==> src/rtl/ums_pkg.sv <==
// Shared constants and types for the master SPI transfer block
package ums_pkg;

    // Mode select value that hands the transceiver to SPI transfer control
    localparam logic [1:0] MODE_MSPI      = 2'h3;

    // Frame shape: eight data bits, two clock edges per bit
    localparam int         FRAME_BITS     = 8;
    localparam int         EDGE_W         = 4;
    localparam logic [3:0] EDGE_FIRST     = 4'h0;
    localparam logic [3:0] EDGE_LAST      = 4'hF;

    // Baud divisor width; half period of the shift clock is divisor+1 cycles
    localparam int         BAUD_W         = 12;

    // Receive buffer depth beyond the shift register
    localparam int         RX_DEPTH       = 2;

    // Reset values of the visible state
    localparam logic [7:0] DATA_RESET     = 8'h00;
    localparam logic       LINE_IDLE      = 1'b1;
    localparam logic       EMPTY_RESET    = 1'b1;

    // Transfer sequencer states
    typedef enum logic [0:0]
    {
        UMS_IDLE  = 1'b0,
        UMS_SHIFT = 1'b1
    } ums_state_type;

endpackage : ums_pkg

==> src/rtl/ums_buf.sv <==
// Small valid/ready buffer used as the receive data queue
`timescale 1ns/1ps
module ums_buf
#(
    parameter int WIDTH = 8,
    parameter int DEPTH = 2
)
(
    // Clock and reset
    input  wire logic             clk_sys,
    input  wire logic             rst_n,
    // Discard all held entries
    input  wire logic             flush,
    // Filling side
    input  wire logic             in_valid,
    output logic                  in_ready,
    input  wire logic [WIDTH-1:0] in_data,
    // Draining side
    output logic                  out_valid,
    input  wire logic             out_ready,
    output logic [WIDTH-1:0]      out_data
);

    localparam int PW = (DEPTH > 1) ? $clog2(DEPTH) : 1;
    localparam int CW = $clog2(DEPTH + 1);

    typedef struct packed
    {
        logic [DEPTH-1:0][WIDTH-1:0] mem;
        logic [PW-1:0]               wp;
        logic [PW-1:0]               rp;
        logic [CW-1:0]               cnt;
    } ums_buf_state_type;

    ums_buf_state_type cur;
    ums_buf_state_type nx;
    logic              push;
    logic              pop;

    // Pointer advance with wrap at the depth
    function automatic logic [PW-1:0] ptr_inc(input logic [PW-1:0] p);
        ptr_inc = (p == PW'(DEPTH - 1)) ? '0 : p + 1'b1;
    endfunction : ptr_inc

    // Honest full and empty straight from the count
    assign in_ready  = (cur.cnt != CW'(DEPTH));
    assign out_valid = (cur.cnt != '0);
    assign out_data  = cur.mem[cur.rp];
    assign push      = in_valid && in_ready;
    assign pop       = out_valid && out_ready;

    // Next state; a flush wins over any push or pop in the same cycle
    always_comb
    begin
        nx = cur;
        if (flush)
        begin
            nx.wp  = '0;
            nx.rp  = '0;
            nx.cnt = '0;
        end
        else
        begin
            if (push)
            begin
                nx.mem[cur.wp] = in_data;
                nx.wp          = ptr_inc(cur.wp);
            end
            if (pop)
            begin
                nx.rp = ptr_inc(cur.rp);
            end
            if (push && !pop)
            begin
                nx.cnt = cur.cnt + 1'b1;
            end
            else if (pop && !push)
            begin
                nx.cnt = cur.cnt - 1'b1;
            end
        end
    end

    // State register
    always_ff @(posedge clk_sys or negedge rst_n)
    begin
        if (!rst_n)
        begin
            cur <= '0;
        end
        else
        begin
            cur <= nx;
        end
    end

endmodule : ums_buf

==> src/rtl/ums_core.sv <==
// Master-only SPI transfer engine of the serial transceiver
// Overview of operation
// RULE1: Software enables the transmitter before any transfer; output pin then carries data.
// RULE2: Optional receiver enable hands the serial input pin to the receiver.
// RULE3: Transfer clock pin is driven as shift clock, receiver enabled or not.
// RULE4: Writing the data register starts each byte, for receive and transmit.
// RULE5: Written byte enters the shift register only when a new frame can begin.
// RULE6: Software reads the data register once per byte sent to stay in step.
// RULE7: On receive overflow the newest byte is dropped, older bytes kept.
// RULE8: Receive done, transmit done and empty flags act as in normal mode.
// RULE9: Framing, overrun and parity error flags always read zero.
// RULE10: Polarity, phase and bit order bits act as on the standalone SPI unit.
// RULE11: Transmit path double buffered: one byte waits while another shifts.
// RULE12: Receive path holds a buffer level beyond the shift register.
// RULE13: No write collision flag exists in this mode.
// RULE14: No double speed bit; faster rates come from the baud divisor.
// RULE15: Master only, no slave select, interrupt timing differs.
// RULE16: Disabling transmitter or receiver behaves as in normal operation.
// RULE17: Polled software waits for empty flag, writes, then waits for receive done.
// RULE18: Mode select field at both ones selects master SPI operation.
// RULE19: Each frame is exactly eight bits, order chosen by bit order bit.
// RULE20: Data shifts on one clock edge, sampled on the opposite one.
// RULE21: After the eighth sample the byte enters the receive buffer.
`timescale 1ns/1ps
module ums_core
#(
    parameter int RX_DEPTH = ums_pkg::RX_DEPTH
)
(
    // Clock and reset
    input  wire logic                      clk_sys,
    input  wire logic                      rst_n,
    // Configuration bits
    input  wire logic [1:0]                transceiver_mode_select,
    input  wire logic                      tx_enable_bit,
    input  wire logic                      rx_enable_bit,
    input  wire logic                      clock_polarity_bit,
    input  wire logic                      clock_phase_bit,
    input  wire logic                      bit_order_bit,
    input  wire logic [ums_pkg::BAUD_W-1:0] baud_divisor,
    // Data register access
    input  wire logic                      wr_strobe,
    input  wire logic [7:0]                wr_data,
    input  wire logic                      rd_strobe,
    output logic [7:0]                     rd_data,
    // Status flags
    input  wire logic                      txc_clear,
    output logic                           data_empty_flag,
    output logic                           receive_done_flag,
    output logic                           transmit_done_flag,
    output logic                           framing_error_flag,
    output logic                           overrun_flag,
    output logic                           parity_error_flag,
    // Serial pins
    output logic                           serial_out_pin,
    output logic                           serial_out_oe,
    input  wire logic                      serial_in_pin,
    output logic                           transfer_clock_pin,
    output logic                           transfer_clock_oe
);

    typedef struct packed
    {
        ums_pkg::ums_state_type         st;
        logic [7:0]                     tx_buf;
        logic                           tx_full;
        logic [7:0]                     tx_sh;
        logic [7:0]                     rx_sh;
        logic [ums_pkg::EDGE_W-1:0]     edge_cnt;
        logic [ums_pkg::BAUD_W-1:0]     baud_cnt;
        logic [1:0]                     sin_sync;
        logic                           mosi;
        logic                           sck_pin;
        logic                           drv;
        logic                           udre;
        logic                           txc;
        logic                           rxc;
        logic [7:0]                     rd_data;
        logic                           frm_err;
        logic                           ovr_err;
        logic                           par_err;
    } ums_core_state_type;

    ums_core_state_type cur;
    ums_core_state_type nx;

    // Decoded controls and strobes of the current cycle
    logic       active;
    logic       tx_on;
    logic       rx_on;
    logic       tick;
    logic       sample_edge;
    logic       load;
    logic       frame_end;
    logic       accept;
    logic       txc_set;
    logic [7:0] rx_val;

    // Receive queue ports
    logic       rx_push;
    logic       rx_in_ready;
    logic       rx_out_valid;
    logic [7:0] rx_out_data;

    // Bit that leaves the shifter next, per bit order
    function automatic logic out_bit(input logic [7:0] sh, input logic lsb_first);
        out_bit = lsb_first ? sh[0] : sh[7];
    endfunction : out_bit

    // Shift one bit in or out, per bit order
    function automatic logic [7:0] shift_in(input logic [7:0] sh, input logic b,
                                            input logic lsb_first);
        shift_in = lsb_first ? {b, sh[7:1]} : {sh[6:0], b};
    endfunction : shift_in

    // Mode and enable decode
    assign active = (transceiver_mode_select == ums_pkg::MODE_MSPI);   // see RULE18
    assign tx_on  = active && tx_enable_bit;                            // see RULE1
    assign rx_on  = active && rx_enable_bit;                            // see RULE2
    // Divisor 0 gives half the system clock; no separate double speed bit
    assign tick   = (cur.baud_cnt == baud_divisor);                     // see RULE14
    // Even edges lead; phase 0 samples on leading, phase 1 on trailing
    assign sample_edge = (cur.edge_cnt[0] == clock_phase_bit);          // see RULE20

    // Receive queue: one level is the classic receive buffer, the second the extra one
    ums_buf
    #(
        .WIDTH (8),
        .DEPTH (RX_DEPTH)                                              // see RULE12
    )
    u_rx_buf
    (
        .clk_sys   (clk_sys),
        .rst_n     (rst_n),
        .flush     (!rx_on),
        .in_valid  (rx_push),
        .in_ready  (rx_in_ready),
        .in_data   (rx_val),
        .out_valid (rx_out_valid),
        .out_ready (rd_strobe),
        .out_data  (rx_out_data)
    );

    // Transfer sequencer, buffers and flags
    always_comb
    begin
        nx          = cur;
        load        = 1'b0;
        frame_end   = 1'b0;
        accept      = 1'b0;
        rx_val      = cur.rx_sh;
        // Input pin reaches logic only through both synchroniser stages
        nx.sin_sync = {cur.sin_sync[0], serial_in_pin};

        case (cur.st)
            ums_pkg::UMS_IDLE:
            begin
                nx.baud_cnt = '0;
                nx.sck_pin  = clock_polarity_bit;                       // see RULE10
                // A queued byte moves over only between frames
                if (active && cur.tx_full)                              // see RULE5
                begin
                    load        = 1'b1;
                    nx.tx_sh    = cur.tx_buf;
                    nx.tx_full  = 1'b0;
                    nx.edge_cnt = ums_pkg::EDGE_FIRST;
                    nx.st       = ums_pkg::UMS_SHIFT;
                end
            end
            ums_pkg::UMS_SHIFT:
            begin
                if (!active)
                begin
                    // Leaving the mode abandons the frame
                    nx.st = ums_pkg::UMS_IDLE;
                end
                else if (tick)
                begin
                    nx.baud_cnt = '0;
                    nx.sck_pin  = !cur.sck_pin;                         // see RULE3
                    if (sample_edge)
                    begin
                        rx_val   = shift_in(cur.rx_sh, cur.sin_sync[1], bit_order_bit);
                        nx.rx_sh = rx_val;                              // see RULE20
                    end
                    else if (cur.edge_cnt != ums_pkg::EDGE_FIRST)
                    begin
                        // First setup edge of phase 1 presents bit 0 unshifted
                        nx.tx_sh = shift_in(cur.tx_sh, 1'b0, bit_order_bit);
                    end
                    if (cur.edge_cnt == ums_pkg::EDGE_LAST)             // see RULE19
                    begin
                        frame_end = 1'b1;
                        nx.st     = ums_pkg::UMS_IDLE;
                    end
                    else
                    begin
                        nx.edge_cnt = cur.edge_cnt + 1'b1;
                    end
                end
                else
                begin
                    nx.baud_cnt = cur.baud_cnt + 1'b1;
                end
            end
            default:
            begin
                nx.st = ums_pkg::UMS_IDLE;
            end
        endcase

        // Write to a full buffer is dropped silently: no collision flag here
        if (wr_strobe && tx_on && !cur.tx_full)                         // see RULE4, RULE13
        begin
            accept     = 1'b1;
            nx.tx_buf  = wr_data;
            nx.tx_full = 1'b1;                                          // see RULE11
        end

        // Line rests high between frames
        nx.mosi = (nx.st == ums_pkg::UMS_SHIFT) ? out_bit(nx.tx_sh, bit_order_bit)
                                                : ums_pkg::LINE_IDLE;
        // Disabled transmitter keeps driving until queued work is done
        nx.drv  = active && (tx_on || nx.st == ums_pkg::UMS_SHIFT || nx.tx_full); // see RULE16

        // Transmit done: set wins over a clear in the same cycle
        nx.txc  = txc_set || (cur.txc && !txc_clear);                   // see RULE8
        nx.udre = !nx.tx_full;                                          // see RULE8
        nx.rxc  = rx_out_valid;                                         // see RULE21

        // Read returns the oldest held byte
        if (rd_strobe && rx_out_valid)
        begin
            nx.rd_data = rx_out_data;
        end

        // Error flags have no source in this mode
        nx.frm_err = 1'b0;                                              // see RULE9
        nx.ovr_err = 1'b0;
        nx.par_err = 1'b0;
    end

    // Frame completion hands the byte on; a full queue drops the newest
    assign rx_push = frame_end && rx_on;                                // see RULE7
    assign txc_set = frame_end && !cur.tx_full;

    // State register
    always_ff @(posedge clk_sys or negedge rst_n)
    begin
        if (!rst_n)
        begin
            cur         <= '0;
            cur.st      <= ums_pkg::UMS_IDLE;
            cur.tx_buf  <= ums_pkg::DATA_RESET;
            cur.rd_data <= ums_pkg::DATA_RESET;
            cur.mosi    <= ums_pkg::LINE_IDLE;
            cur.udre    <= ums_pkg::EMPTY_RESET;
        end
        else
        begin
            cur <= nx;
        end
    end

    // Outputs straight from the state register
    assign rd_data            = cur.rd_data;
    assign data_empty_flag    = cur.udre;
    assign receive_done_flag  = cur.rxc;
    assign transmit_done_flag = cur.txc;
    assign framing_error_flag = cur.frm_err;
    assign overrun_flag       = cur.ovr_err;
    assign parity_error_flag  = cur.par_err;
    assign serial_out_pin     = cur.mosi;
    assign serial_out_oe      = cur.drv;
    assign transfer_clock_pin = cur.sck_pin;
    // Master only: the clock is driven whenever the data pin is, no select line
    assign transfer_clock_oe  = cur.drv;                                // see RULE15
endmodule : ums_core

==> config.mk <==
export PLATFORM = sky130hd
export DESIGN_NAME = ums_core
export DESIGN_NICKNAME = d
export VERILOG_FILES = /design/src/rtl/ums_pkg.sv /design/src/rtl/ums_buf.sv /design/src/rtl/ums_core.sv
export SDC_FILE = /design/constraint.sdc
export NUM_CORES = 1
export LEC_CHECK = 0
export ABC_AREA = 0
export BUFFER_PORTS_ARGS = -buffer_cell sky130_fd_sc_hd__buf_2
export CAP_MARGIN = 10
export CORE_MARGIN = 2
export CORE_UTILIZATION = 30
export CTS_CLUSTER_DIAMETER = 60
export DETAILED_ROUTE_END_ITERATION = 16
export PLACE_DENSITY = 0.45
export SETUP_SLACK_MARGIN = 0.1
export SYNTH_ARGS = -nofsm -noshare
export SYNTH_HDL_FRONTEND = slang
export SYNTH_SLANG_ARGS = --single-unit
==> constraint.sdc <==
create_clock -name clk_sys -period 6.75 [get_ports clk_sys]
set_input_delay 0.675 -clock clk_sys [delete_from_list [all_inputs] [get_ports clk_sys]]
set_output_delay 0.675 -clock clk_sys [all_outputs]
set_load 0.01 [all_outputs]
==> impl_metrics.yaml, run 1 <==
outcome:
  status: "finished, final reports clean"
placement:
  gp_congestion: 0.745
  pre_cts_ws_ps: 3660
  dp_hpwl_mm: 5.79
  dp.cells: 558
  portBuffers: 47
synth:
  synth_most_common_cell: "dfrtp_1"
  syn_area_per_cell_sq_um: 10.7
  synth_top_area_frac: 0.494
  synth_ff_type: "dfrtp_1"
  synth-edff-count: 0
  synth-seq-cells: 78
  post_synth_num_cell_types: 48
  syn_area_sq_um: 3850
  synth.largest_area_cell: "dfrtp_1"
  seq_area_frac_synth: 0.508
  synth_top_cells_by_area: "dfrtp_1 (49%), mux2i_1 (5.7%), nand2_1 (4.8%), mux2_2 (4.7%), xnor2_1 (3.6%)"
  synthCells: 361
  yosysWarnings: 0
  synthTopCellsByCount: "dfrtp_1 (76), nand2_1 (49), mux2i_1 (22), o21ai_0 (22)"
  async_flop_share: 1.00
pwr:
  cellLeakagePower_nw: 2.00
  power_density_nw_per_um2: 249
  ir_drop_mv: 0.109
floorplanning:
  fp-row-count: 41
  fp.dieArea_sq_um: 13800
  core_sq_um: 12600
  io-pin-count: 51
  die_w_microns: 117
  die_h_microns: 117
  initial_core_util: 0.306
sta:
  fin_crit_ps: 2750
  maxSlewHeadroom: 0.344
  fmax_ghz: 0.363
  max_slew.worst_pin.slew_ps: 984
  rsz0062_at_grt: "no"
  final_hold_viol_count: 0
  layout_setup_ws_ps: 4000
  final.setup_skew_ps: 5.89
  fin_setup_tns_ps: 0
  setup_violations: 0
  post-route-period-util: 0.408
  drv_slew: 0
  hold_ws_ps: 349
global_route:
  grtUsageTotal: 0.133
  first_global_vias: 2815
  globalRouteOverflowTotal: 0
  grt_first_pass_wirelength_mm: 14.2
  antenna_found_initial: 0
  grt_max_degree: 79
routing:
  wl_mm: 8.16
  vias_per_cell: 4.71
  first_pass_iters: 4
  avgRoutedWirePerCell_microns: 14.2
  antenna_left: 0
  drtIter0Drc: 146
  dr_total_vias: 2703
  drc: 0
setup_path:
  slowest_delay_ps: 670
  crit_arrival_ps: 2970
  crit_type: "in2reg"
  critical-path-top-delay-family: "simple AND/OR/NAND/NOR gates"
  cp.required_ps: 6960
  path_cells: "buf_2 > xnor2_1 > nand4_1 > nor3_4 > nand2_4 > or4_4 > mux2_4"
  cp-start-kind: "input pin"
  crit_path_top_delay_cell: "or4_4"
  r2r_setup_slack_ps: 4010
  path_max_fanout: 18
  cp-end-kind: "flop"
  crit_buf_inv: 1
clock_network:
  clock_path_buffers: 2
  numCtsBuffers: 9
  ctsHoldBuffers: 0
  clk_pin_slew_ps: 60
  cts_resized: 0
  htreeDepth: 3
  cts_root_buf: "clkbuf_16"
  cts_tree: "built"
  clock_latency_ps: 330
  postCtsSetupBuffers: 0
  clock_sinks: 78
layout:
  fin_cells: 574
  fillers: 1297
  antenna_cells: 0
  final_layout_size_suffix_gt1_frac: 0.236
  nNetsFinal: 433
  area_growth_pct: 16.0
worst_hold_path:
  hold_path.class: "reg2reg"
run:
  drv_cap: 0
[worst paths after layout]
path	from	endpoint	depth (start not counted)
max in group asynchronous	rst_n	cur[46]$_DFFE_PN0P_	1
setup / recovery	baud_divisor[11]	u_rx_buf.cur[10]$_DFFE_PN0P_	7
hold / removal	cur[17]$_DFF_PN0_	cur[18]$_DFF_PN0_	0
setup reg to reg	cur[26]$_DFFE_PN0P_	u_rx_buf.cur[10]$_DFFE_PN0P_	6
min in group asynchronous	rst_n	cur[26]$_DFFE_PN0P_	1
hold reg to reg	cur[17]$_DFF_PN0_	cur[18]$_DFF_PN0_	0
[area by class of cell]
cell class	count	area, sq um	share of cell area
clock buffers	12	246	0.0552
clock inverters	4	47.5	0.0106
inverters	4	15.0	0.00336
multi-input cells	255	1740	0.389
flip-flops and latches	78	1950	0.438
well taps	172	215	0.0482
repair buffers	49	253	0.0566
[through the flow]
stage,utilization,power [mW],cell area [sq um]
floorplan,-,0.605,3860
global placement,0.332,0.644,4170
detailed placement,0.332,0.648,4170
CTS,0.355,1.13,4470
global route,0.355,1.18,4470
finish,0.355,1.11,4470
[metal layers]
layer,part of all wire,up-vias,GRT usage,routed length [microns]
met4,0.013,0,0.0400,104
met5,0,-,0,0
met2,0.44,46,0.202,3610
met3,0.033,8,0.0324,273
li1,-,1339,-,-
met1,0.51,1310,0.189,4180
[where the power goes]
group	total (mW)	switching, mW	leakage [nW]	internal [mW]
Clock	0.477	0.181	0.143	0.295
Combinational	0.101	0.0518	0.810	0.0487
Sequential	0.537	0.0302	1.05	0.506
[cell families after synthesis]
logic type                 Yosys count  share of synthesized area
other                                1                   0.000974
muxes                               46                      0.135
DFF                                 78                      0.508
buffers and inverters               30                     0.0435
AOI/OAI and AO/OA                   65                     0.0978
xor gates and xnor gates            20                     0.0455
and+or+nand+nor                    118                      0.160
adders and majority gates            3                    0.00975
[flip-flops by register name, indices dropped and copies added (netlist names)]
register            cells
rd_data                 8
cur                    44
transfer_clock_pin      1
transmit_done_flag      1
serial_out_oe           1
receive_done_flag       1
u_rx_buf.cur           20
serial_out_pin          1
data_empty_flag         1
[placed cells by master (no fill, tap or decap), drive strengths merged, types with 3 or more instances in the layout]
master / netlist / routed
or3: 5 / 5
and3: 7 / 7
or4: 3 / 3
nand4: 7 / 7
o21ai: 30 / 30
xnor2: 16 / 16
mux2i: 22 / 22
inv: 4 / 4
mux2: 24 / 24
nand3: 11 / 11
and2: 3 / 3
a21oi: 14 / 14
dfrtp: 76 / 76
nand2b: 3 / 3
conb: 1 / 3
ha: 3 / 3
nor2: 13 / 13
o211ai: 6 / 6
nand2: 50 / 50
buf: 16 / 49
clkbuf: 10 / 12
xor2: 4 / 4
nor3: 5 / 5
a31oi: 7 / 7
Note: power is estimated with default switching activity, not from simulation.
==> run 2: changes to the inputs <==
- ABC_AREA: 0 -> 1
- clock period: 6.75 -> 2.78 ns (I/O delays scaled with it)
==> run 2 against run 1 <==
Effect of this change:
- final cell count increased by 26%
- synthesized area grew 6.1%
- total power rose to 2.7 times the previous value
- core utilization shrank 0.15 points
- sequential share of layout area shrank 2.2 points
- die area grew 5.9%
- count of clock-buffer cells in the layout down 1
- global-route usage is 0.51 points higher
- non-clock buffer count decreased by 1
- wire length up 12%
- critical endpoint is now u_rx_buf.cur[13]$_DFFE_PN0P_
- largest cell class unchanged
- highest routed layer unchanged
==> impl_metrics.yaml, run 2 <==
synth:
  syn_area_per_cell_sq_um: 8.15
  synth_ff_type: "dfrtp_1"
  synth_most_common_cell: "nand2_1"
  synth-edff-count: 0
  async_flop_share: 1.00
  seq_area_frac_synth: 0.478
  synthTopCellsByCount: "nand2_1 (147), dfrtp_1 (76), inv_1 (61)"
  synth_top_area_frac: 0.466
  yosysWarnings: 0
  post_synth_num_cell_types: 35
  synth_top_cells_by_area: "dfrtp_1 (47%), nand2_1 (14%), inv_1 (5.6%), nand3_1 (3.2%), o21ai_0 (3.2%)"
  syn_area_sq_um: 4090
  synth.largest_area_cell: "dfrtp_1"
  synth-seq-cells: 78
  synthCells: 501
layout:
  stdcell_area_sq_um: 4710
  area_growth_pct: 15.2
  largest_reg_flops: 44
  top_regs: "cur x44, u_rx_buf.cur x20, rd_data x8"
  layout_common_cells: "nand2_1 (147), dfrtp_1 (76), inv_1 (61)"
  fillers: 1402
  regMostFlops: "cur"
  fin_cells: 721
  final_layout_size_suffix_gt1_frac: 0.196
  antenna_cells: 0
  final_common_cell: "nand2_1"
  nNetsFinal: 576
clock_network:
  postCtsSetupBuffers: 0
  htreeDepth: 3
  clock_path_buffers: 2
  ctsHoldBuffers: 0
  numCtsBuffers: 9
  clk_pin_slew_ps: 60
  cts_resized: 0
  clock_sinks: 78
  cts_root_buf: "clkbuf_16"
  clock_latency_ps: 350
  cts_tree: "built"
setup_path:
  cp.depth: 10
  cp.required_ps: 2990
  cp_common_cell: "nand2_1"
  reg2reg_to: "u_rx_buf.cur[13]$_DFFE_PN0P_"
  crit_type: "reg2reg"
  slowest_delay_ps: 410
  startpoint: "cur[28]$_DFFE_PN0P_"
  path_cells: "inv_2 > nand2_1 > nand2_1 > nand2_1 > nor2_2 > nand3_4 > nor2_4 > nand4_2 > nand2_1 > o21ai_0"
  r2r_setup_slack_ps: 680
  cp-endpoint: "u_rx_buf.cur[13]$_DFFE_PN0P_"
  critical-path-top-delay-family: "simple AND/OR/NAND/NOR gates"
  cp-start-kind: "flop"
  path_max_fanout: 17
  worst-r2r-cell-count: 10
  crit_path_top_delay_cell: "dfrtp_1"
  r2r-start: "cur[28]$_DFFE_PN0P_"
  crit_arrival_ps: 2310
  cp-end-kind: "flop"
  crit_buf_inv: 1
routing:
  dr_total_vias: 3215
  drc: 0
  avgRoutedWirePerCell_microns: 12.6
  vias_per_cell: 4.46
  first_pass_iters: 4
  drtIter0Drc: 216
  antenna_left: 0
  wl_mm: 9.11
sta:
  final.setup_skew_ps: 8.41
  final_hold_viol_count: 0
  post-route-period-util: 0.755
  fin_crit_ps: 2100
  max_slew.worst_pin.slew_ps: 1020
  fin_setup_tns_ps: 0
  rsz0062_at_grt: "no"
  drv_slew: 0
  setup_violations: 0
  layout_setup_ws_ps: 682
  fmax_ghz: 0.477
  maxSlewHeadroom: 0.321
pwr:
  cellLeakagePower_nw: 2.24
  ir_drop_mv: 0.378
  power_density_nw_per_um2: 636
global_route:
  grt_most_used_layer: "met2"
  antenna_found_initial: 0
  grt_use_met1: 0.193
  grtUsageTotal: 0.138
  globalRouteOverflowTotal: 0
  grt_max_degree: 79
  grt_use_met2: 0.197
  first_global_vias: 3147
  gr-usage-met3: 0.0462
  grt_first_pass_wirelength_mm: 15.5
floorplanning:
  core_sq_um: 13300
  fp.dieArea_sq_um: 14600
  initial_core_util: 0.307
  die_h_microns: 121
  io-pin-count: 51
  fp-row-count: 42
  die_w_microns: 121
placement:
  pre_cts_ws_ps: 646
  placed_cell_area_sq_um: 4410
  dp_hpwl_mm: 6.54
  gp_congestion: 0.817
  dp.cells: 705
  portBuffers: 47
worst_hold_path:
  hold_path.class: "in2reg"
outcome:
  status: "finished, final reports clean"
run:
  drv_cap: 0
-- run 2: cell count changes after synthesis, sizes merged, moves of 16 or more --
cell	before	now
mux2i	22	1
inv	4	72
nand2	50	147
nand3	11	27
nor2	13	30
mux2	24	8
-- run 2: area by class of cell --
| type | instances | area, sq um | share of cell area |
|---|---|---|---|
| Sequential cell | 78 | 1950 | 0.415 |
| Multi-Input combinational cell | 328 | 1700 | 0.362 |
| Inverter | 75 | 282 | 0.0598 |
| Timing Repair Buffer | 48 | 245 | 0.0521 |
| Clock buffer | 11 | 243 | 0.0516 |
| Tap cell | 176 | 220 | 0.0468 |
| Clock inverter | 5 | 57.6 | 0.0122 |
-- run 2: worst reg2reg max path, cell delays in order, from the launching register on --
cell and delay, ps:
dfrtp_1 410, inv_2 100, nand2_1 60, nand2_1 60, nand2_1 80, nor2_2 200
nand3_4 130, nor2_4 280, nand4_2 410, nand2_1 160, o21ai_0 90
-- run 2: how the worst min path moves through the flow --
stage | startpoint | to | slack, ps | cells after the start
floorplan | rst_n | cur[17]$_DFF_PN0_ | -20 | 0
global placement | cur[17]$_DFF_PN0_ | cur[18]$_DFF_PN0_ | 340 | 0
detailed placement | cur[17]$_DFF_PN0_ | cur[18]$_DFF_PN0_ | 340 | 0
CTS | serial_in_pin | cur[17]$_DFF_PN0_ | 20 | 1
global route | serial_in_pin | cur[17]$_DFF_PN0_ | 30 | 1
finish | serial_in_pin | cur[17]$_DFF_PN0_ | 40 | 1
-- run 2: stage by stage --
step                hold slack [ps]  power (mW)   util
floorplan                     -17.6        1.66      -
global placement                338        1.81  0.331
detailed placement              344        1.82  0.331
CTS                            17.7        3.06  0.354
global route                   27.2        3.18  0.354
finish                         35.9        2.99  0.354
-- run 2: logic make-up (layout without fill, tap and decap cells) --
| kind of cell | after synthesis | in the layout | share of synthesized area |
|---|---|---|---|
| AND/OR/NAND/NOR | 221 | 221 | 0.233 |
| adder cells (fa/ha/maj) | 3 | 3 | 0.00919 |
| other | 1 | 3 | 0.000918 |
| flip-flops | 78 | 78 | 0.478 |
| XOR/XNOR | 12 | 12 | 0.0257 |
| buffers and inverters | 97 | 139 | 0.106 |
| AO/OA/AOI/OAI | 80 | 80 | 0.122 |
| multiplexers | 9 | 9 | 0.0245 |
-- run 2: power breakdown --
part,switching (mW),leakage [nW],internal [mW]
registers,0.0839,1.04,1.29
logic,0.241,1.05,0.171
clock network,0.484,0.150,0.722
-- run 2: metal layers --
| layer | up-vias | share of wire |
|---|---|---|
| met5 | - | 0 |
| met4 | 0 | 0.016 |
| met3 | 12 | 0.042 |
| met2 | 51 | 0.42 |
| met1 | 1470 | 0.52 |
| li1 | 1682 | - |
==> run 3: changes to the inputs <==
- clock period: 2.78 -> 1.94 ns (I/O delays scaled with it)
==> run 3 against run 2 <==
Effect of this change:
- global-route usage rose by 0.30 points
- die area did not move
- maximum frequency rose by 18%
- worst setup slack got worse by 530 ps
- combinational power rose by 54%
- clock power rose by 55%
- first-iteration DRC count fell by 30%
- non-clock buffer count rose by 33
- core utilization rose by 3.9 points
- total power rose by 50%
==> impl_metrics.yaml, run 3 (synthesized netlist as in run 2, its figures left out) <==
setup_path:
  crit_type: "reg2reg"
  r2r-start: "cur[22]$_DFFE_PN0P_"
  cp.required_ps: 2210
  slowest_delay_ps: 410
  critical-path-top-delay-family: "simple AND/OR/NAND/NOR gates"
  reg2reg_to: "u_rx_buf.cur[9]$_DFFE_PN0P_"
  worst-r2r-cell-count: 10
  path_cells: "xnor2_1 > nand2_2 > nor2_4 > nand3_4 > nor2_4 > buf_12 > buf_8 > buf_12 > nand4_4 > o21ai_1"
  startpoint: "cur[22]$_DFFE_PN0P_"
  crit_buf_inv: 3
  cp-start-kind: "flop"
  crit_path_top_delay_cell: "dfrtp_1"
  crit_arrival_ps: 2050
  path_max_fanout: 8
  r2r_setup_slack_ps: 160
  cp-end-kind: "flop"
sta:
  final.setup_skew_ps: 6.58
  post-route-period-util: 0.919
  layout_setup_ws_ps: 156
  setup_violations: 0
  drv_slew: 0
  fmax_ghz: 0.561
  rsz0062_at_grt: "yes"
  final_hold_viol_count: 0
  fin_crit_ps: 1780
  fin_setup_tns_ps: 0
  hold_ws_ps: 44.1
routing:
  first_pass_iters: 4
  antenna_left: 0
  highest_layer: "met5"
  wl_met3_microns: 318
  dr_total_vias: 3378
  drc: 0
  wl_met1_mm: 4.82
  vias_per_cell: 4.47
  wl_mm: 9.59
  avgRoutedWirePerCell_microns: 12.7
  wl_met2_mm: 4.30
  drtIter0Drc: 152
layout:
  antenna_cells: 0
  area_growth_pct: 27.9
  final_common_cell: "nand2_1"
  layout_common_cells: "nand2_1 (135), dfrtp_1 (76), inv_1 (55)"
  final_layout_size_suffix_gt1_frac: 0.297
  top_regs: "cur x44, u_rx_buf.cur x20, rd_data x8"
  nNetsFinal: 610
  largest_reg_flops: 44
  regMostFlops: "cur"
worst_hold_path:
  hold_depth: 2
  hold_start: "txc_clear"
  hold_path.class: "in2reg"
  hold_end: "transmit_done_flag$_DFF_PN0_"
pwr:
  p_seq_frac: 0.440
  ir_drop_mv: 0.510
  power_density_nw_per_um2: 860
  cellLeakagePower_nw: 2.50
  p_clk_frac: 0.419
  p_int_mw: 3.30
  p_sw_mw: 1.19
  finalPower_mw: 4.49
  swShare: 0.265
  p_comb_frac: 0.141
placement:
  portBuffers: 47
  dp_hpwl_mm: 6.71
  gp_congestion: 0.810
  pre_cts_ws_ps: 44.1
clock_network:
  htreeDepth: 3
  cts_tree: "built"
  numCtsBuffers: 9
  clk_pin_slew_ps: 60
  clock_sinks: 78
  clock_path_buffers: 2
  cts_root_buf: "clkbuf_16"
  clock_latency_ps: 340
floorplanning:
  die_h_microns: 121
  fp-row-count: 42
  io-pin-count: 51
  fp.dieArea_sq_um: 14600
  die_w_microns: 121
  core_sq_um: 13300
  initial_core_util: 0.307
global_route:
  globalRouteOverflowTotal: 0
  first_global_vias: 3294
  grt_max_degree: 52
  antenna_found_initial: 1
  grt_first_pass_wirelength_mm: 16.1
  grtUsageTotal: 0.141
outcome:
  status: "finished, final reports clean"
run:
  drv_cap: 0
run 3: changes by cell type in the layout (fill, tap and decap cells not counted), moves of 3 or more:
cell | previous run | this run
o21ai_1 | 8 | 5
o21ai_2 | 10 | 14
nor2_1 | 26 | 21
buf_12 | 0 | 3
inv_2 | 11 | 15
buf_4 | 2 | 25
nor2_2 | 2 | 5
nand2_2 | 0 | 11
nand2_1 | 147 | 135
inv_1 | 61 | 55
run 3: per-stage QoR:
step           std cells  area [sq um]   util
6_report             755          5220  0.393
5_1_grt              755          5220  0.393
4_1_cts              743          4930  0.371
3_5_place_dp         717          4510  0.339
3_3_place_gp         717          4510  0.339
2_1_floorplan        503          4090      -
run 3: how the worst max path moves through the flow:
stage	to	slack, ps	cells after the start
after floorplan	u_rx_buf.cur[10]$_DFFE_PN0P_	290	12
after global placement	u_rx_buf.cur[10]$_DFFE_PN0P_	90	11
final	u_rx_buf.cur[9]$_DFFE_PN0P_	160	10
after detailed placement	u_rx_buf.cur[11]$_DFFE_PN0P_	40	11
after CTS	cur[29]$_DFFE_PN0P_	110	9
after global routing	u_rx_buf.cur[8]$_DFFE_PN0P_	30	12
run 3: layer usage:
metal | up-vias | global-route usage
li1 | 1746 | -
met1 | 1575 | 0.195
met2 | 44 | 0.212
met3 | 11 | 0.0358
met4 | 2 | 0.0552
met5 | - | 0
run 3: repair_timing:
action / 4_1_cts / 5_1_grt
pin swaps: 6 / 18
setup endpoints to repair: 24 / 33
resized for setup: 3 / 46
buffers inserted: 7 / 10
gates cloned: 1 / 2
hold buffers: 2 / 0
endpoints found under the hold margin: 27 / 0
run 3: worst reg2reg max path, cell delays in order, from the launching register on:
cell	delay, ps
dfrtp_1	410
xnor2_1	180
nand2_2	80
nor2_4	150
nand3_4	100
nor2_4	120
buf_12	130
buf_8	110
buf_12	100
nand4_4	160
o21ai_1	180
run 3: power groups by stage:
stage	logic, mW	clock network [mW]	registers (mW)
2_1_floorplan	0.410	0	1.97
3_3_place_gp	0.621	0	2.00
3_5_place_dp	0.628	0	2.01
4_1_cts	0.637	1.94	1.98
5_1_grt	0.731	2.02	2.00
6_report	0.634	1.88	1.98
run 3: cell type report:
| cell class | instances | area (sq um) |
|---|---|---|
| tap | 176 | 220 |
| clock buffer | 10 | 239 |
| timing repair buffer | 81 | 589 |
| inverter | 75 | 287 |
| sequential | 78 | 1950 |
| clock inverter | 6 | 91.3 |
| fill | 1384 | 8070 |
| multi-input combinational | 329 | 1840 |
